**src/hbsd_consts.svh**
```systemverilog
// Purpose: Shared constants of the host bus strobe decoder
// Assumes: Included by bare name from hbsd_irq, hbsd_top, hbsd_top_props and host_bus_strobe_decode_tb
// Notes:   Definitions only
`ifndef HBSD_CONSTS_SVH
`define HBSD_CONSTS_SVH

// APB register offsets
`define HBSD_OFF_CTRL       8'h00
`define HBSD_OFF_STATUS     8'h04
`define HBSD_OFF_MASK       8'h08
`define HBSD_OFF_STRAPS     8'h0c
`define HBSD_OFF_ADDR       8'h10
`define HBSD_OFF_WDATA      8'h14

// Control register fields and reset value
`define HBSD_CTRL_POL_BIT   0
`define HBSD_CTRL_EDGE_BIT  1
`define HBSD_CTRL_W         2
`define HBSD_CTRL_RST       2'h0

// Status and mask register fields
`define HBSD_ST_ADDR        0
`define HBSD_ST_WRITE       1
`define HBSD_ST_READ        2
`define HBSD_ST_CORE        3
`define HBSD_ST_W           4
`define HBSD_MASK_RST       4'h0

// Strap readback fields
`define HBSD_SP_STYLE       0
`define HBSD_SP_PHASE       1
`define HBSD_SP_TOPO        2

// Strap encodings
`define HBSD_STYLE_DIR_DS   1'b0
`define HBSD_STYLE_RD_WR    1'b1
`define HBSD_PHASE_LATCH    1'b0
`define HBSD_PHASE_SELECT   1'b1
`define HBSD_TOPO_SPLIT     1'b0
`define HBSD_TOPO_GENERIC   1'b1

// Timing
`define HBSD_CLK_PERIOD_NS  5
`define HBSD_INT_PULSE_NS   40
`define HBSD_INT_PULSE_CYC  ((`HBSD_INT_PULSE_NS + `HBSD_CLK_PERIOD_NS - 1) / `HBSD_CLK_PERIOD_NS)
`define HBSD_BUSY_NS        30
`define HBSD_BUSY_CYC       ((`HBSD_BUSY_NS + `HBSD_CLK_PERIOD_NS - 1) / `HBSD_CLK_PERIOD_NS)
`define HBSD_STRAP_SETTLE   2'h3
`define HBSD_INT_IDLE_RST   1'b1

`endif

```
**src/hbsd_pkg.sv**
```systemverilog
// Purpose: Types of the host bus strobe decoder
// Assumes: Nothing
// Notes:   Constants live in hbsd_consts.svh
package hbsd_pkg;

  // Host access tracking, one-hot
  typedef enum logic [2:0] {
    HBSD_ACC_IDLE = 3'b001,
    HBSD_ACC_HOLD = 3'b010,
    HBSD_ACC_WAIT = 3'b100
  } hbsd_acc_e;

endpackage

```
**src/hbsd_sync.sv**
```systemverilog
// Purpose: Two flip-flop synchroniser for pin inputs
// Assumes: Inputs are asynchronous to i_clock
// Notes:   Only the second stage is visible outside
`timescale 1ns/1ps
`default_nettype none
module hbsd_sync #(
  parameter int             W   = 1,
  parameter logic [W-1:0]   RST = '0
) (
  // Clock and reset
  input  wire logic         i_clock,
  input  wire logic         i_rst_b,
  // Data
  input  wire logic [W-1:0] i_async,
  output logic      [W-1:0] o_sync
);

  logic [W-1:0] meta_reg;

  // Two stage capture
  always_ff @(posedge i_clock or negedge i_rst_b) begin
    if (!i_rst_b) begin
      meta_reg <= RST;
      o_sync   <= RST;
    end else begin
      meta_reg <= i_async;
      o_sync   <= meta_reg;
    end
  end

endmodule // hbsd_sync
`default_nettype wire

```
**src/hbsd_irq.sv**
```systemverilog
// Purpose: Host interrupt pin driver with programmable polarity and form
// Assumes: i_pending is a level from logic on i_clock
// Notes:   Edge form gives a fixed-width pulse per rising pending
`timescale 1ns/1ps
`default_nettype none
`include "hbsd_consts.svh"
module hbsd_irq (
  // Clock and reset
  input  wire logic i_clock,
  input  wire logic i_rst_b,
  // Control
  input  wire logic i_pending,
  input  wire logic i_active_high,
  input  wire logic i_edge_mode,
  // Pin
  output logic      o_int
);

  logic       pend_d_reg;
  logic [3:0] pulse_cnt_reg;
  logic       assert_now;

  // Pulse timer started on each new pending condition
  always_ff @(posedge i_clock or negedge i_rst_b) begin
    if (!i_rst_b) begin
      pend_d_reg    <= 1'b0;
      pulse_cnt_reg <= 4'h0;
    end else begin
      pend_d_reg <= i_pending;
      if (i_pending && !pend_d_reg) begin
        pulse_cnt_reg <= 4'(`HBSD_INT_PULSE_CYC);
      end else if (pulse_cnt_reg != 4'h0) begin
        pulse_cnt_reg <= pulse_cnt_reg - 4'h1;
      end
    end
  end

  // Edge form uses the pulse, level form the pending level
  assign assert_now = i_edge_mode ? (pulse_cnt_reg != 4'h0) : i_pending;

  // Polarity applied in the output flop
  always_ff @(posedge i_clock or negedge i_rst_b) begin
    if (!i_rst_b) begin
      o_int <= `HBSD_INT_IDLE_RST;
    end else begin
      o_int <= i_active_high ? assert_now : !assert_now;
    end
  end

endmodule // hbsd_irq
`default_nettype wire

```
**src/hbsd_top.sv**
```systemverilog
// Purpose: Front end of the parallel host port: strobe decode, address
//          phase handling, ready and host interrupt, with APB registers
// Assumes: All host pins are asynchronous; APB and core on i_clock
// Notes:   Straps are captured once, shortly after reset release
// What this block does
// - Strobe-style strap picks dir/strobe or read/write
// - Address-phase strap picks latch strobe or select
// - Latch strobe falling edge captures bus address, split bus only
// - Select high at write end means address
// - Select low at write end means data
// - Select behaviour only in split-bus configuration
// - Interrupt pin polarity and edge/level programmable
// - Split bus: 8-bit multiplexed register access
// - Generic: address bus plus 16-bit data
// - Ready low while previous access still busy
`timescale 1ns/1ps
`default_nettype none
`include "hbsd_consts.svh"
module hbsd_top
  import hbsd_pkg::*;
(
  // Clock and reset
  input  wire logic        i_clock,
  input  wire logic        i_rst_b,
  // APB slave
  input  wire logic        i_psel,
  input  wire logic        i_penable,
  input  wire logic        i_pwrite,
  input  wire logic [7:0]  i_paddr,
  input  wire logic [31:0] i_pwdata,
  output logic      [31:0] o_prdata,
  output logic             o_pready,
  output logic             o_pslverr,
  // Host pins
  input  wire logic        i_cs_n,
  input  wire logic        i_dir_rd_n,
  input  wire logic        i_data_strobe_wr_n,
  input  wire logic        i_ale_addr_data_select,
  input  wire logic [7:0]  i_ad,
  input  wire logic [15:0] i_data,
  input  wire logic        i_ready_in,
  output logic             o_ready,
  output logic             o_ready_oe,
  output logic             o_int,
  // Power-up straps
  input  wire logic        i_strobe_style_strap,
  input  wire logic        i_address_phase_strap,
  input  wire logic        i_bus_topology_strap,
  // Core side
  output logic      [7:0]  o_reg_addr,
  output logic      [15:0] o_reg_wdata,
  output logic             o_reg_wide,
  output logic             o_reg_wr,
  output logic             o_reg_rd,
  input  wire logic        i_core_busy,
  input  wire logic        i_core_irq
);

  // Returns {read_active, write_active} for one set of pin levels
  function automatic logic [1:0] hbsd_decode(input logic style, input logic cs_n,
                                             input logic p26, input logic p27);
    logic sel;
    logic rd;
    logic wr;
    sel = !cs_n;
    if (style == `HBSD_STYLE_DIR_DS) begin
      rd = sel && !p27 && p26;
      wr = sel && !p27 && !p26;
    end else begin
      rd = sel && !p26;
      wr = sel && !p27;
    end
    return {rd, wr};
  endfunction

  // Synchronised pins
  logic        cs_n_s;
  logic        p26_s;
  logic        p27_s;
  logic        ale_s;
  logic [7:0]  ad_s;
  logic [15:0] data_s;
  logic [2:0]  straps_s;
  logic        ready_in_s;

  // Previous synchronised levels
  logic        cs_n_d_reg;
  logic        p26_d_reg;
  logic        p27_d_reg;
  logic        ale_d_reg;
  logic [7:0]  ad_d_reg;
  logic [15:0] data_d_reg;

  // Captured straps
  logic [1:0]  strap_cnt_reg;
  logic        strap_ok_reg;
  logic        style_reg;
  logic        phase_reg;
  logic        topo_reg;

  // Decoded host events
  logic [1:0]  act_now;
  logic [1:0]  act_prev;
  logic        rd_start;
  logic        wr_end;
  logic        ale_fall;
  logic        split_mode;
  logic        sel_mode;
  logic        addr_ev;
  logic        data_ev;

  // Registers and access state
  logic [`HBSD_CTRL_W-1:0] ctrl_reg;
  logic [`HBSD_ST_W-1:0]   status_reg;
  logic [`HBSD_ST_W-1:0]   mask_reg;
  logic [`HBSD_ST_W-1:0]   status_set;
  logic [7:0]              addr_reg;
  logic [15:0]             wdata_reg;
  hbsd_acc_e               acc_reg;
  hbsd_acc_e               acc_next;
  logic [3:0]              busy_cnt_reg;
  logic                    apb_wr;
  logic                    apb_rd;
  logic [31:0]             rdata_next;
  logic                    err_next;

  // Pin synchronisers; strobes idle high
  hbsd_sync #(.W(4), .RST(4'hf)) u_sync_ctl (
    .i_clock (i_clock),
    .i_rst_b (i_rst_b),
    .i_async ({i_cs_n, i_dir_rd_n, i_data_strobe_wr_n, i_ready_in}),
    .o_sync  ({cs_n_s, p26_s, p27_s, ready_in_s})
  );

  hbsd_sync #(.W(28), .RST(28'h0)) u_sync_dat (
    .i_clock (i_clock),
    .i_rst_b (i_rst_b),
    .i_async ({i_ale_addr_data_select, i_ad, i_data, i_strobe_style_strap,
               i_address_phase_strap, i_bus_topology_strap}),
    .o_sync  ({ale_s, ad_s, data_s, straps_s})
  );

  // Delayed copies for edge detection
  always_ff @(posedge i_clock or negedge i_rst_b) begin
    if (!i_rst_b) begin
      cs_n_d_reg <= 1'b1;
      p26_d_reg  <= 1'b1;
      p27_d_reg  <= 1'b1;
      ale_d_reg  <= 1'b0;
      ad_d_reg   <= 8'h00;
      data_d_reg <= 16'h0000;
    end else begin
      cs_n_d_reg <= cs_n_s;
      p26_d_reg  <= p26_s;
      p27_d_reg  <= p27_s;
      ale_d_reg  <= ale_s;
      ad_d_reg   <= ad_s;
      data_d_reg <= data_s;
    end
  end

  // Straps taken once after the synchronisers have settled
  always_ff @(posedge i_clock or negedge i_rst_b) begin
    if (!i_rst_b) begin
      strap_cnt_reg <= 2'h0;
      strap_ok_reg  <= 1'b0;
      style_reg     <= `HBSD_STYLE_DIR_DS;
      phase_reg     <= `HBSD_PHASE_LATCH;
      topo_reg      <= `HBSD_TOPO_SPLIT;
    end else if (!strap_ok_reg) begin
      if (strap_cnt_reg == `HBSD_STRAP_SETTLE) begin
        strap_ok_reg <= 1'b1;
        style_reg    <= straps_s[2];
        phase_reg    <= straps_s[1];
        topo_reg     <= straps_s[0];
      end else begin
        strap_cnt_reg <= strap_cnt_reg + 2'h1;
      end
    end
  end

  // Strobe decoding and edges
  assign act_now    = hbsd_decode(style_reg, cs_n_s, p26_s, p27_s);
  assign act_prev   = hbsd_decode(style_reg, cs_n_d_reg, p26_d_reg, p27_d_reg);
  assign rd_start   = strap_ok_reg && act_now[1] && !act_prev[1];
  assign wr_end     = strap_ok_reg && act_prev[0] && !act_now[0];
  assign split_mode = (topo_reg == `HBSD_TOPO_SPLIT);
  assign sel_mode   = split_mode && (phase_reg == `HBSD_PHASE_SELECT);

  // Falling latch strobe, only with chip select low
  assign ale_fall = strap_ok_reg && split_mode && (phase_reg == `HBSD_PHASE_LATCH)
                    && ale_d_reg && !ale_s && !cs_n_s;

  // Address qualification at latch fall or write end, data at the end of a write
  assign addr_ev = ale_fall || (wr_end && sel_mode && ale_d_reg);
  assign data_ev = wr_end && !(sel_mode && ale_d_reg);

  // Captured address and write data
  always_ff @(posedge i_clock or negedge i_rst_b) begin
    if (!i_rst_b) begin
      addr_reg  <= 8'h00;
      wdata_reg <= 16'h0000;
    end else if (ale_fall) begin
      addr_reg <= ad_d_reg;
    end else if (wr_end) begin
      if (!split_mode) begin
        addr_reg  <= ad_d_reg;
        wdata_reg <= data_d_reg;
      end else if (sel_mode && ale_d_reg) begin
        addr_reg <= ad_d_reg;
      end else begin
        wdata_reg <= {8'h00, ad_d_reg};
      end
    end else if (rd_start && !split_mode) begin
      addr_reg <= ad_s;
    end
  end

  // Core-side request strobes
  always_ff @(posedge i_clock or negedge i_rst_b) begin
    if (!i_rst_b) begin
      o_reg_wr    <= 1'b0;
      o_reg_rd    <= 1'b0;
      o_reg_addr  <= 8'h00;
      o_reg_wdata <= 16'h0000;
      o_reg_wide  <= 1'b0;
    end else begin
      o_reg_wr   <= data_ev;
      o_reg_rd   <= rd_start;
      o_reg_wide <= !split_mode;
      if (data_ev) begin
        o_reg_addr  <= split_mode ? addr_reg : ad_d_reg;
        o_reg_wdata <= split_mode ? {8'h00, ad_d_reg} : data_d_reg;
      end else if (rd_start) begin
        o_reg_addr <= split_mode ? addr_reg : ad_s;
      end
    end
  end

  // Ready tracking: hold a minimum time, then wait for the core
  always_comb begin
    acc_next = acc_reg;
    case (acc_reg)
      HBSD_ACC_IDLE: begin
        if (data_ev || rd_start) begin
          acc_next = HBSD_ACC_HOLD;
        end
      end
      HBSD_ACC_HOLD: begin
        if (busy_cnt_reg == 4'h1) begin
          acc_next = HBSD_ACC_WAIT;
        end
      end
      HBSD_ACC_WAIT: begin
        if (!i_core_busy) begin
          acc_next = HBSD_ACC_IDLE;
        end
      end
      default: begin
        acc_next = HBSD_ACC_IDLE;
      end
    endcase
  end

  // Access state and hold counter
  always_ff @(posedge i_clock or negedge i_rst_b) begin
    if (!i_rst_b) begin
      acc_reg      <= HBSD_ACC_IDLE;
      busy_cnt_reg <= 4'h0;
    end else begin
      acc_reg <= acc_next;
      if (acc_reg == HBSD_ACC_IDLE && acc_next == HBSD_ACC_HOLD) begin
        busy_cnt_reg <= 4'(`HBSD_BUSY_CYC);
      end else if (busy_cnt_reg != 4'h0) begin
        busy_cnt_reg <= busy_cnt_reg - 4'h1;
      end
    end
  end

  // Ready pin driven only in generic configuration
  always_ff @(posedge i_clock or negedge i_rst_b) begin
    if (!i_rst_b) begin
      o_ready    <= 1'b0;
      o_ready_oe <= 1'b0;
    end else begin
      o_ready    <= strap_ok_reg && (acc_next == HBSD_ACC_IDLE) && !i_core_busy;
      o_ready_oe <= strap_ok_reg && !split_mode;
    end
  end

  // APB strobes
  assign apb_wr = i_psel && i_penable && o_pready && i_pwrite;
  assign apb_rd = i_psel && !i_penable && !i_pwrite;

  // Sticky event sources
  assign status_set = {i_core_irq, rd_start, data_ev, addr_ev};

  // Control and mask registers
  always_ff @(posedge i_clock or negedge i_rst_b) begin
    if (!i_rst_b) begin
      ctrl_reg <= `HBSD_CTRL_RST;
      mask_reg <= `HBSD_MASK_RST;
    end else if (apb_wr) begin
      if (i_paddr == `HBSD_OFF_CTRL) begin
        ctrl_reg <= i_pwdata[`HBSD_CTRL_W-1:0];
      end else if (i_paddr == `HBSD_OFF_MASK) begin
        mask_reg <= i_pwdata[`HBSD_ST_W-1:0];
      end
    end
  end

  // Status: write one to clear, a new event wins over the clear
  always_ff @(posedge i_clock or negedge i_rst_b) begin
    if (!i_rst_b) begin
      status_reg <= {`HBSD_ST_W{1'b0}};
    end else if (apb_wr && i_paddr == `HBSD_OFF_STATUS) begin
      status_reg <= (status_reg & ~i_pwdata[`HBSD_ST_W-1:0]) | status_set;
    end else begin
      status_reg <= status_reg | status_set;
    end
  end

  // Read mux and unmapped detection
  always_comb begin
    rdata_next = 32'h0000_0000;
    err_next   = 1'b0;
    if (i_paddr == `HBSD_OFF_CTRL) begin
      rdata_next[`HBSD_CTRL_W-1:0] = ctrl_reg;
    end else if (i_paddr == `HBSD_OFF_STATUS) begin
      rdata_next[`HBSD_ST_W-1:0] = status_reg;
    end else if (i_paddr == `HBSD_OFF_MASK) begin
      rdata_next[`HBSD_ST_W-1:0] = mask_reg;
    end else if (i_paddr == `HBSD_OFF_STRAPS) begin
      rdata_next[`HBSD_SP_STYLE] = style_reg;
      rdata_next[`HBSD_SP_PHASE] = phase_reg;
      rdata_next[`HBSD_SP_TOPO]  = topo_reg;
    end else if (i_paddr == `HBSD_OFF_ADDR) begin
      rdata_next[7:0] = addr_reg;
    end else if (i_paddr == `HBSD_OFF_WDATA) begin
      rdata_next[15:0] = wdata_reg;
    end else begin
      err_next = 1'b1;
    end
  end

  // APB answer: ready in the first access cycle
  always_ff @(posedge i_clock or negedge i_rst_b) begin
    if (!i_rst_b) begin
      o_pready  <= 1'b0;
      o_pslverr <= 1'b0;
      o_prdata  <= 32'h0000_0000;
    end else if (i_psel && !i_penable) begin
      o_pready  <= 1'b1;
      o_pslverr <= err_next;
      o_prdata  <= apb_rd ? rdata_next : 32'h0000_0000;
    end else begin
      o_pready  <= 1'b0;
      o_pslverr <= 1'b0;
      o_prdata  <= 32'h0000_0000;
    end
  end

  // Host interrupt pin
  hbsd_irq u_irq (
    .i_clock       (i_clock),
    .i_rst_b       (i_rst_b),
    .i_pending     (|(status_reg & mask_reg)),
    .i_active_high (ctrl_reg[`HBSD_CTRL_POL_BIT]),
    .i_edge_mode   (ctrl_reg[`HBSD_CTRL_EDGE_BIT]),
    .o_int         (o_int)
  );

endmodule // hbsd_top
`default_nettype wire

```
**config.mk**
```make
export PLATFORM = sky130hd
export DESIGN_NAME = hbsd_top
export DESIGN_NICKNAME = d
export VERILOG_FILES = /design/src/hbsd_pkg.sv /design/src/hbsd_sync.sv /design/src/hbsd_irq.sv /design/src/hbsd_top.sv
export VERILOG_INCLUDE_DIRS = /design/src /design/src/src
export SDC_FILE = /design/constraint.sdc
export NUM_CORES = 1
export LEC_CHECK = 0
export BUFFER_PORTS_ARGS = -buffer_cell sky130_fd_sc_hd__buf_4
export CAP_MARGIN = 20
export CORE_MARGIN = 2
export CORE_UTILIZATION = 49
export CTS_CLUSTER_DIAMETER = 100
export CTS_CLUSTER_SIZE = 20
export DETAILED_ROUTE_END_ITERATION = 16
export PLACE_DENSITY = 0.77
export SLEW_MARGIN = 20
export SYNTH_ARGS = -nofsm -noshare
export SYNTH_HDL_FRONTEND = slang
export SYNTH_HIERARCHICAL = 1
export SYNTH_SLANG_ARGS = --single-unit
```
**constraint.sdc**
```tcl
create_clock -name i_clock -period 2 [get_ports i_clock]
set_clock_uncertainty 0.05 [all_clocks]
set_input_delay 0.2 -clock i_clock [delete_from_list [all_inputs] [get_ports i_clock]]
set_output_delay 0.2 -clock i_clock [all_outputs]
set_load 0.005 [all_outputs]
```
[Yosys cells after proc, flatten, opt, wreduce, memory -nomap -nowiden]
Index checks and enable logic that the tools add are counted.
Storage, ports and cells
  register bits after elaboration: 208
  bits in latches: 0
  bits in writable memories: 0
  ROM bits: 0
  output and inout port bits: 64
  word-level logic and storage cells: 183
  memories kept: 0
Operators by class
  add/sub/neg operators: 3
  multiply operators: 0
  div/mod/pow operators: 0
  order comparisons: 0
  eq/ne operators: 14
  shifts and indexed selects: 0
  muxes and demuxes: 55
  bitwise gates (word level): 11
  reductions and logical operators: 65
Operators with widths (count)
  two-way mux 16 bit: 11
  two-way mux 8 bit: 11
  logical AND 1 bit: 34
  two-way mux 4 bit: 7
  two-way mux 12 bit: 2
  == test 8 x 4 -> 1 bit, second input constant: 2
  == test 8 x 5 -> 1 bit, second input constant: 2
  two-way mux 1 bit: 16
  zero test 1 bit: 15
  two-way mux 14 bit: 1
  two-way mux 13 bit: 1
  two-way mux 3 bit: 4
  case mux 3 bit (3 select lines): 1
  AND 4 bit: 2
  == test 8 x 3 -> 1 bit, second input constant: 1
  zero test 8 bit: 1
  bitwise OR 4 bit: 2
  AND reduction 2 bit: 4
  nonzero test 4 bit: 2
  subtractor 4 x 1 -> 4 bit, second input constant: 2
  == test 3 x 1 -> 1 bit, second input constant: 2
  == test 3 x 2 -> 1 bit, second input constant: 2
  inverter 1 bit: 6
  AND reduction 3 bit: 2
  other kinds (12): 15

[Depth between registers and ports, before layout]
Gate-level depths: netlist of run 1.
  depth in word-level cells: 14
  mapped depth: 8
  mapped depth without buffers: 6

[By module]
Netlist of run 1, hierarchy kept.
By module, submodules not included
  hbsd_top: times used 1, cells each 437, area an instance 5088.6 um2, seq. area each 3057.9 um2
  hbsd_sync (u_sync_dat): times used 1, cells each 56, area an instance 1401.3 um2, seq. area each 1401.3 um2
  hbsd_irq: times used 1, cells each 23, area an instance 282.8 um2, seq. area each 151.4 um2
  hbsd_sync (u_sync_ctl): times used 1, cells each 8, area an instance 210.2 um2, seq. area each 210.2 um2

[Worst setup path before layout of run 1]
Ideal clock, no wire load.
  kind: input port to flip-flop
  start point: input i_paddr[1]
  end point: register mask_reg[0]
  library setup time: 0.125 ns
  data arrival time: 1.957 ns
  slack: -0.132 ns
  stages on the path: 4
  buffers on the path: 0
  path through: or4_4 > or3_4 > or4b_4 > mux2_4
Between the ends
  longest elaborated chain between the ends: 3
  elaborated cells on any way between the ends: 4
RTL lines
  start: declaration: RTL line hbsd_top.sv:29  | input wire logic [7:0] i_paddr,
  zero test 8 bit (no source line)
  inverter 1 bit (no source line)
  AND reduction 3 bit (no source line) *
  end signal: assignment: RTL line hbsd_top.sv:302  | mask_reg <= `HBSD_MASK_RST;
  end signal: assignment: RTL line hbsd_top.sv:307  | mask_reg <= i_pwdata[`HBSD_ST_W-1:0];
  end: declaration: RTL line hbsd_top.sv:115  | logic [`HBSD_ST_W-1:0] mask_reg;
Mark *: on every way between the ends. The rest lies on a longest branch, timed or not.
A chain may end at the register's enable or synchronous reset.

[Worst setup path in the final report of run 1]
  start point: register u_sync_ctl.o_sync[2]
  end point: register o_reg_addr[5]
Between the ends
  longest elaborated chain between the ends: 7
  elaborated cells on any way between the ends: 13
RTL lines
  start: declaration: RTL line hbsd_sync.sv:15  | output logic [W-1:0] o_sync
  start signal: assignment: RTL line hbsd_sync.sv:27  | o_sync <= meta_reg;
  zero test 1 bit: RTL line hbsd_top.sv:68, hbsd_top.sv:70
  logical AND 1 bit: RTL line hbsd_top.sv:68  | wr = sel && !p27 && !p26;
  two-way mux 1 bit: RTL line hbsd_top.sv:66  | if (style == `HBSD_STYLE_DIR_DS) begin
  zero test 1 bit: RTL line hbsd_top.sv:186  | assign wr_end = strap_ok_reg && act_prev[0] && !act_now[0];
  logical AND 1 bit: RTL line hbsd_top.sv:186
  logical AND 1 bit: RTL line hbsd_top.sv:196  | assign data_ev = wr_end && !(sel_mode && ale_d_reg);
  two-way mux 8 bit or nonzero test 2 bit (tied branches)
  end signal: assignment: RTL line hbsd_top.sv:232  | o_reg_addr <= split_mode ? addr_reg : ad_d_reg;
  end signal: assignment: RTL line hbsd_top.sv:235  | o_reg_addr <= split_mode ? addr_reg : ad_s;
  end: declaration: RTL line hbsd_top.sv:50  | output logic [7:0] o_reg_addr,
Several ways; a longest one is shown, not always the timed one.

==> results of run 1 <==
==> worst reg2reg max path: cells and delay by family (launching register included) <==
kind / cells / cell delay, ns
AO/OA/AOI/OAI: 3 / 0.78
flip-flops: 1 / 0.53
AND/OR/NAND/NOR: 1 / 0.22
buffers and inverters: 1 / 0.20
multiplexers: 1 / 0.10
==> layer usage <==
layer / wire, um / share of wire
met4: 226 / 0.016
met1: 5990 / 0.42
met2: 7280 / 0.51
met5: 0 / 0
met3: 723 / 0.051
==> worst paths after layout <==
check / from / end / slack [ns] / cells past startpoint
max: u_sync_ctl/o_sync[2] / o_reg_addr[5] / 0.08 / 6
min: i_pwdata[0] / mask_reg[0] / 0.02 / 2
max reg2reg: u_sync_ctl/o_sync[2] / o_reg_addr[5] / 0.08 / 6
min reg2reg: u_sync_dat/o_sync[4] / data_d_reg[1] / 0.30 / 0
max in group asynchronous: i_rst_b / p27_d_reg / 0.97 / 3
min in group asynchronous: i_rst_b / u_irq/pulse_cnt_reg[2] / 0.26 / 2
==> area by class of cell <==
class,instances,area [um^2],area share
Multi-Input combinational cell,298,1990,0.223
Clock buffer,18,439,0.0492
Clock inverter,14,124,0.0139
Inverter,10,37.5,0.00420
Timing Repair Buffer,160,1340,0.150
Sequential cell,190,4770,0.534
Tap cell,180,225,0.0252
==> power breakdown <==
part           total [W]  internal, W  switching, W
Clock            0.00317      0.00167       0.00150
Combinational    0.00127     0.000643      0.000623
Sequential       0.00451      0.00425      0.000266
Total            0.00895      0.00656       0.00239
==> through the flow <==
stage / total power [W] / util / hold slack (ns)
5_1_grt: 0.00939 / 0.646 / 0.00228
2_1_floorplan: 0.00518 / - / -0.146
3_5_place_dp: 0.00577 / 0.575 / 0.150
3_3_place_gp: 0.00566 / 0.575 / 0.143
6_report: 0.00895 / 0.646 / 0.0204
4_1_cts: 0.00900 / 0.645 / 0.00403
==> what timing repair did <==
action | in CTS | in global routing
setup endpoints to repair | 2 | 16
gates cloned | 0 | 0
pin swaps | 0 | 1
hold buffers | 39 | 0
resized for setup | 1 | 4
setup buffers | 0 | 0
hold endpoints to repair | 89 | 0
==> results.sh, run 1 <==
export IMPL_die_w_um=123
export IMPL_clockBufferDepth=2
export IMPL_grt_pass1_wl_um=23000
export IMPL_area_growth_pct=28.8
export IMPL_cp_max_fo=10
export IMPL_crit_type="reg -> reg"
export IMPL_place_ws_ns=-0.316
export IMPL_nets=761
export IMPL_drt_wirelength_per_cell_um=16.4
export IMPL_tightest_slew_ns=0.527
export IMPL_firstDrtPassIters=5
export IMPL_maxCapViolCount=0
export IMPL_place_area_mm2=0.00795
export IMPL_finalSetupViolCount=0
export IMPL_n_fill_cell=988
export IMPL_insertion_delay_ns=0.43
export IMPL_dr_first_iter_drc_count=347
export IMPL_worst_endpoint_required_ns=2.32
export IMPL_syn_inst=522
export IMPL_start_kind="flop"
export IMPL_grt_usage=0.202
export IMPL_rows=43
export IMPL_leakage_nw=4.21
export IMPL_maxSlewViolCount=0
export IMPL_final_setup_worst_slack_ns=0.0750
export IMPL_via_per_inst=5.26
export IMPL_avgSynthCellArea_um2=13.3
export IMPL_final_common_cell="dfrtp_1"
export IMPL_start_util=0.501
export IMPL_drt_total_wl_um=14200
export IMPL_cp_end_kind="flop"
export IMPL_drc=0
export IMPL_busiest_layer="met2"
export IMPL_via_count=4574
export IMPL_gr_total_overflow=0
export IMPL_worst_path_buf_inv=1
export IMPL_gp_congestion=0.902
export IMPL_hpwl_um=9740
export IMPL_antenna_found_initial=0
export IMPL_numCtsBuffers=17
export IMPL_worstPathArrival_ns=2.24
export IMPL_portBuffers=97
export IMPL_chipHeight_um=123
export IMPL_h_tree_depth=4
export IMPL_layout_common_cells="179 x dfrtp_1, 116 x buf_4, 39 x o21ai_0, 39 x dlygate4sd3_1, 36 x nand2_1"
export IMPL_max_stage_delay_ns=0.53
export IMPL_first_global_vias=4648
export IMPL_synth_area_mm2=0.00693
export IMPL_peakVddDrop_uv=669
export IMPL_cts_root_buf="clkbuf_16"
export IMPL_cts_sinks=190
export IMPL_rsz0062_at_grt="true"
export IMPL_cellPowerDensity_mw_per_mm2=1000
export IMPL_dieArea_mm2=0.0151
export IMPL_cts_tree="yes"
export IMPL_status="finished, final reports clean"
export IMPL_ys_warnings_count=6
export IMPL_grt_max_degree=56
export IMPL_worst_path_max_delay_cell="dfstp_2"
export IMPL_antenna_cells=0
export IMPL_instances_no_fill=870
export IMPL_antenna_left=0
export IMPL_dpl_cell_count=799
export IMPL_crit_family="compound AO/OA/AOI/OAI gates"
export IMPL_grt_util_met1=0.264
export IMPL_finalHoldViolations=0
export IMPL_slew_headroom=0.649
export IMPL_io_pins=143
export IMPL_crit_path_cell_trace="nor2b_1 -> o311a_4 -> buf_4 -> mux2i_1 -> a211oi_1 -> a21o_1"
export IMPL_final_cell_area_mm2=0.00893
export IMPL_final_layout_size_suffix_gt1_frac=0.268
export IMPL_clkTransAtPathRegs_ns=0.07
export IMPL_finalSetupTns_ns=0
export IMPL_grtUsageMet3=0.0424
export IMPL_timing_hold_worst_class="in -> reg"
export IMPL_core_area_mm2=0.0138
export IMPL_fmax_ghz=0.519
export IMPL_gr_usage_met2=0.334
export IMPL_fin_crit_ns=1.92
export IMPL_fin_crit_sh=0.962
Note: power is estimated with default switching activity, not from simulation.
==> inputs of run 2 (changes only) <==
- ABC_AREA: not set -> 1
- CORE_UTILIZATION: 49 -> 59
- PLACE_DENSITY: 0.77 -> 0.86
- SLEW_MARGIN: 20 -> 40
- clock period: 2 -> 2.3 ns (I/O delays scaled with it)
==> run 2 against run 1 <==
Maximum frequency shrank 1.6%. Synthesized area grew 7.2%. Power shrank 6.7%. Critical path depth is the same. Clock power is essentially flat. Sequential share of layout area shrank 2.0 points. Final area grew 3.8%. Sequential power shrank 13%.
==> results.sh, run 2 <==
export IMPL_status="finished, final reports clean"
export IMPL_io_pins=143
export IMPL_grt_max_degree=81
export IMPL_min_from="i_psel"
export IMPL_die_w_um=116
export IMPL_crit_type="reg -> reg"
export IMPL_maxCapViolCount=0
export IMPL_gp_congestion=0.886
export IMPL_multi_input_area_mm2=0.00220
export IMPL_holdPathStages=3
export IMPL_first_global_vias=5511
export IMPL_insertion_delay_ns=0.44
export IMPL_syn_inst=730
export IMPL_maxSlewViolCount=0
export IMPL_via_count=5413
export IMPL_firstDrtPassIters=5
export IMPL_leakage_nw=4.64
export IMPL_worstPathArrival_ns=2.21
export IMPL_chipHeight_um=116
export IMPL_dpl_cell_count=985
export IMPL_crit_path_cell_trace="buf_4 -> clkinv_1 -> nand2_8 -> nand2_8 -> nand2_1 -> nand2_1"
export IMPL_dr_first_iter_drc_count=489
export IMPL_h_tree_depth=4
export IMPL_drc=0
export IMPL_cts_sinks=190
export IMPL_rr_worst_depth=6
export IMPL_dieArea_mm2=0.0135
export IMPL_holdPathEnd="o_pready"
export IMPL_peakVddDrop_uv=530
export IMPL_n_fill_cell=783
export IMPL_place_ws_ns=0.384
export IMPL_grt_pass1_wl_um=26600
export IMPL_start_util=0.611
export IMPL_ctsHoldBuffers=34
export IMPL_max_stage_delay_ns=0.46
export IMPL_crit_family="buffers and inverters"
export IMPL_r2r_start="topo_reg"
export IMPL_cp_end_kind="flop"
export IMPL_antenna_left=0
export IMPL_fin_crit_ns=1.96
export IMPL_gr_total_overflow=0
export IMPL_synth_area_mm2=0.00743
export IMPL_clockBufferDepth=2
export IMPL_final_setup_worst_slack_ns=0.343
export IMPL_rrSetupSlack_ns=0.34
export IMPL_worst_path_buf_inv=2
export IMPL_finalHoldViolations=0
export IMPL_numCtsBuffers=17
export IMPL_finalSetupTns_ns=0
export IMPL_worst_path_max_delay_cell="clkinv_1"
export IMPL_nets=954
export IMPL_final_cell_area_mm2=0.00927
export IMPL_instances_no_fill=1050
export IMPL_layout_common_cells="193 x nand2_1, 179 x dfrtp_1, 100 x buf_4, 71 x inv_1, 54 x nand3_1"
export IMPL_grt_usage=0.262
export IMPL_cts_tree="yes"
export IMPL_worst_endpoint_required_ns=2.56
export IMPL_rsz0062_at_grt="false"
export IMPL_final_layout_size_suffix_gt1_frac=0.223
export IMPL_ctsResizeCount=0
export IMPL_finalSetupViolCount=0
export IMPL_antenna_cells=0
export IMPL_rows=40
export IMPL_place_area_mm2=0.00828
export IMPL_portBuffers=97
export IMPL_cts_root_buf="clkbuf_16"
export IMPL_area_growth_pct=24.8
export IMPL_cts_setup_buffers=0
export IMPL_final_common_cell="nand2_1"
export IMPL_timing_rr_end="addr_reg[4]"
export IMPL_antenna_found_initial=0
export IMPL_hpwl_um=10700
export IMPL_cp_max_fo=46
export IMPL_register_area_mm2=0.00477
export IMPL_fin_crit_sh=0.851
export IMPL_ys_warnings_count=6
export IMPL_cellPowerDensity_mw_per_mm2=901
export IMPL_clkTransAtPathRegs_ns=0.07
export IMPL_avgSynthCellArea_um2=10.2
export IMPL_fmax_ghz=0.511
export IMPL_start_kind="flop"
export IMPL_drt_wirelength_per_cell_um=15.4
export IMPL_core_area_mm2=0.0122
export IMPL_drt_total_wl_um=16200
export IMPL_timing_hold_worst_class="in -> reg"
export IMPL_via_per_inst=5.16
run 2: worst min-delay path, delay by kind of cell:
kind	cells	cell delay (ns)
buffers and inverters	2	0.20
and+or+nand+nor	1	0.05
run 2: worst max path at each step:
stage / endpoint / start / slack, ns / depth (start not counted)
after floorplan: o_reg_addr[6] / u_sync_ctl/o_sync[3] / 0.84 / 10
after global routing: wdata_reg[5] / topo_reg / 0.20 / 6
after global placement: o_reg_addr[5] / u_sync_ctl/o_sync[3] / 0.46 / 10
final: addr_reg[4] / topo_reg / 0.34 / 6
after CTS: o_reg_addr[6] / u_sync_ctl/o_sync[3] / 0.36 / 10
after detailed placement: o_reg_addr[6] / u_sync_ctl/o_sync[3] / 0.38 / 10
run 2: power by group:
group | switching (W) | internal (W) | total, W
combinational | 0.000708 | 0.000522 | 0.00123
sequential | 0.000229 | 0.00370 | 0.00393
clock | 0.00125 | 0.00195 | 0.00320
run 2: per-layer routing:
layer	vias up	GRT usage	routed length, um
met5	-	0	0
met3	39	0.0555	862
met4	0	0.117	464
met1	2592	0.320	6420
met2	214	0.453	8440
li1	2568	-	-
run 2: metrics by stage:
step	hold WS [ns]	util	power, W
global route	0.0466	0.762	0.00872
detailed placement	0.158	0.681	0.00514
finish	0.0354	0.762	0.00836
global placement	0.151	0.681	0.00502
floorplan	-0.116	-	0.00464
CTS	0.0206	0.762	0.00839
run 2: final cells by class:
type,count,share of cell area
multi-input combinational,445,0.238
tap,168,0.0227
inverter,79,0.0320
timing repair buffer,137,0.123
sequential,190,0.514
clock inverter,10,0.0185
clock buffer,21,0.0518
==> inputs of run 3 (changes only) <==
- CORE_MARGIN: 2 -> not set
==> run 3 against run 2 <==
Cell count barely moved. Final area fell by 0.43%. Sequential power barely moved. Die area fell by 3.4%. Sequential cell count did not move. Register-to-register slack got worse by 0.02 ns. Largest power group unchanged.
==> results.sh, run 3 (synthesis results as in run 2) <==
export IMPL_status="finished, final reports clean"
export IMPL_nets=955
export IMPL_start_util=0.611
export IMPL_cp_max_fo=24
export IMPL_slew_headroom=0.603
export IMPL_worst_path_buf_inv=2
export IMPL_timing_hold_worst_class="in -> reg"
export IMPL_grt_usage=0.267
export IMPL_drt_wirelength_per_cell_um=14.9
export IMPL_cts_setup_buffers=0
export IMPL_final_layout_size_suffix_gt1_frac=0.223
export IMPL_cellPowerDensity_mw_per_mm2=880
export IMPL_worst_endpoint_required_ns=2.52
export IMPL_clockBufferDepth=2
export IMPL_cp_end_kind="flop"
export IMPL_crit_family="simple AND/OR/NAND/NOR gates"
export IMPL_numCtsBuffers=17
export IMPL_cts_root_buf="clkbuf_16"
export IMPL_area_growth_pct=24.2
export IMPL_cts_tree="yes"
export IMPL_rr_worst_depth=8
export IMPL_n_fill_cell=811
export IMPL_finalHoldViolations=0
export IMPL_gr_total_overflow=0
export IMPL_grt_max_degree=75
export IMPL_insertion_delay_ns=0.44
export IMPL_dr_first_iter_drc_count=358
export IMPL_hpwl_um=10400
export IMPL_gp_congestion=0.890
export IMPL_finalSetupViolCount=0
export IMPL_worst_path_most_repeated_cell="nand2_1"
export IMPL_portBuffers=97
export IMPL_final_common_cell="nand2_1"
export IMPL_max_stage_delay_ns=0.54
export IMPL_antenna_cells=0
export IMPL_fin_crit_ns=1.98
export IMPL_crit_path_cell_trace="nor2_1 -> nand2_1 -> inv_1 -> nor2_4 -> nand2_4 -> buf_4 -> nand2_1 -> o21ai_0"
export IMPL_p_total_w=0.00813
export IMPL_via_per_inst=5.13
export IMPL_grt_pass1_wl_um=26000
export IMPL_clkTransAtPathRegs_ns=0.07
export IMPL_finalSetupTns_ns=0
export IMPL_io_pins=143
export IMPL_fmax_ghz=0.506
export IMPL_worst_path_max_delay_cell="dfstp_2"
export IMPL_via_count=5392
export IMPL_core_area_mm2=0.0122
export IMPL_h_tree_depth=4
export IMPL_antenna_found_initial=0
export IMPL_worstPathArrival_ns=2.20
export IMPL_maxCapViolCount=0
export IMPL_die_w_um=114
export IMPL_peakVddDrop_uv=790
export IMPL_crit_type="reg -> reg"
export IMPL_drc=0
export IMPL_rows=40
export IMPL_dieArea_mm2=0.0130
export IMPL_path_depth=8
export IMPL_tightest_slew_ns=0.595
export IMPL_drt_total_wl_um=15700
export IMPL_firstDrtPassIters=6
export IMPL_fin_crit_sh=0.859
export IMPL_rsz0062_at_grt="false"
export IMPL_start_kind="flop"
export IMPL_chipHeight_um=114
export IMPL_leakage_nw=4.62
export IMPL_holdPathStages=3
export IMPL_first_global_vias=5423
export IMPL_cts_sinks=190
export IMPL_antenna_left=0
export IMPL_layout_common_cells="193 x nand2_1, 179 x dfrtp_1, 101 x buf_4, 71 x inv_1, 54 x nand3_1"
export IMPL_maxSlewViolCount=0
-- run 3: changes by cell type in the layout (fill, tap and decap cells not counted), sizes merged --
cell	previous run	this run
buf	103	104
bufinv	4	3
clkbuf	21	19
clkinv	3	6
clkinvlp	1	3
inv	81	79
-- run 3: area by class of cell --
class | count | area, um^2 | area share
flip-flops and latches | 190 | 4770 | 0.516
multi-input cells | 445 | 2200 | 0.239
repair buffers | 138 | 1150 | 0.125
clock buffers | 19 | 443 | 0.0480
inverters | 79 | 297 | 0.0321
well taps | 168 | 210 | 0.0228
clock inverters | 12 | 161 | 0.0175
-- run 3: timing repair --
item | in CTS | in global routing
gates resized for setup | 0 | 0
hold buffers | 34 | 0
hold endpoints to repair | 92 | 0
-- run 3: final timing paths --
path / start / to / slack (ns)
max in group asynchronous: i_rst_b / u_sync_ctl/o_sync[2] / 1.09
min: i_psel / o_pready / 0.02
min reg2reg: u_sync_dat/o_sync[17] / data_d_reg[14] / 0.29
max: u_sync_ctl/o_sync[3] / o_reg_wdata[9] / 0.32
max reg2reg: u_sync_ctl/o_sync[3] / o_reg_wdata[9] / 0.32
min in group asynchronous: i_rst_b / u_irq/pulse_cnt_reg[0] / 0.31
-- run 3: layer usage --
| layer | track usage | vias up | wire, um |
|---|---|---|---|
| met5 | 0 | - | 0 |
| met1 | 0.336 | 2586 | 6250 |
| met3 | 0.0466 | 42 | 777 |
| met2 | 0.445 | 206 | 8170 |
| li1 | - | 2558 | - |
| met4 | 0.143 | 0 | 492 |
-- run 3: worst reg2reg max path: stages, from the launching register on --
cell and delay (ns):
dfstp_2 0.54, nor2_1 0.06, nand2_1 0.14, inv_1 0.09, nor2_4 0.20, nand2_4 0.20
buf_4 0.28, nand2_1 0.11, o21ai_0 0.14
-- run 3: report_power, final --
group / switching (W) / internal [W] / total, W
Clock: 0.00124 / 0.00174 / 0.00298
Sequential: 0.000223 / 0.00370 / 0.00392
Combinational: 0.000699 / 0.000523 / 0.00122
-- run 3: per-stage QoR --
stage	utilization	cell area (um^2)	std cells	hold slack (ns)	setup WS [ns]
6_report	0.759	9230	1051	0.0211	0.325
5_1_grt	0.759	9230	1051	0.0280	0.182
4_1_cts	0.759	9230	1051	0.0144	0.339
3_5_place_dp	0.681	8290	986	0.200	0.376
3_3_place_gp	0.681	8290	986	0.186	0.461
2_1_floorplan	-	7490	745	-0.116	0.840
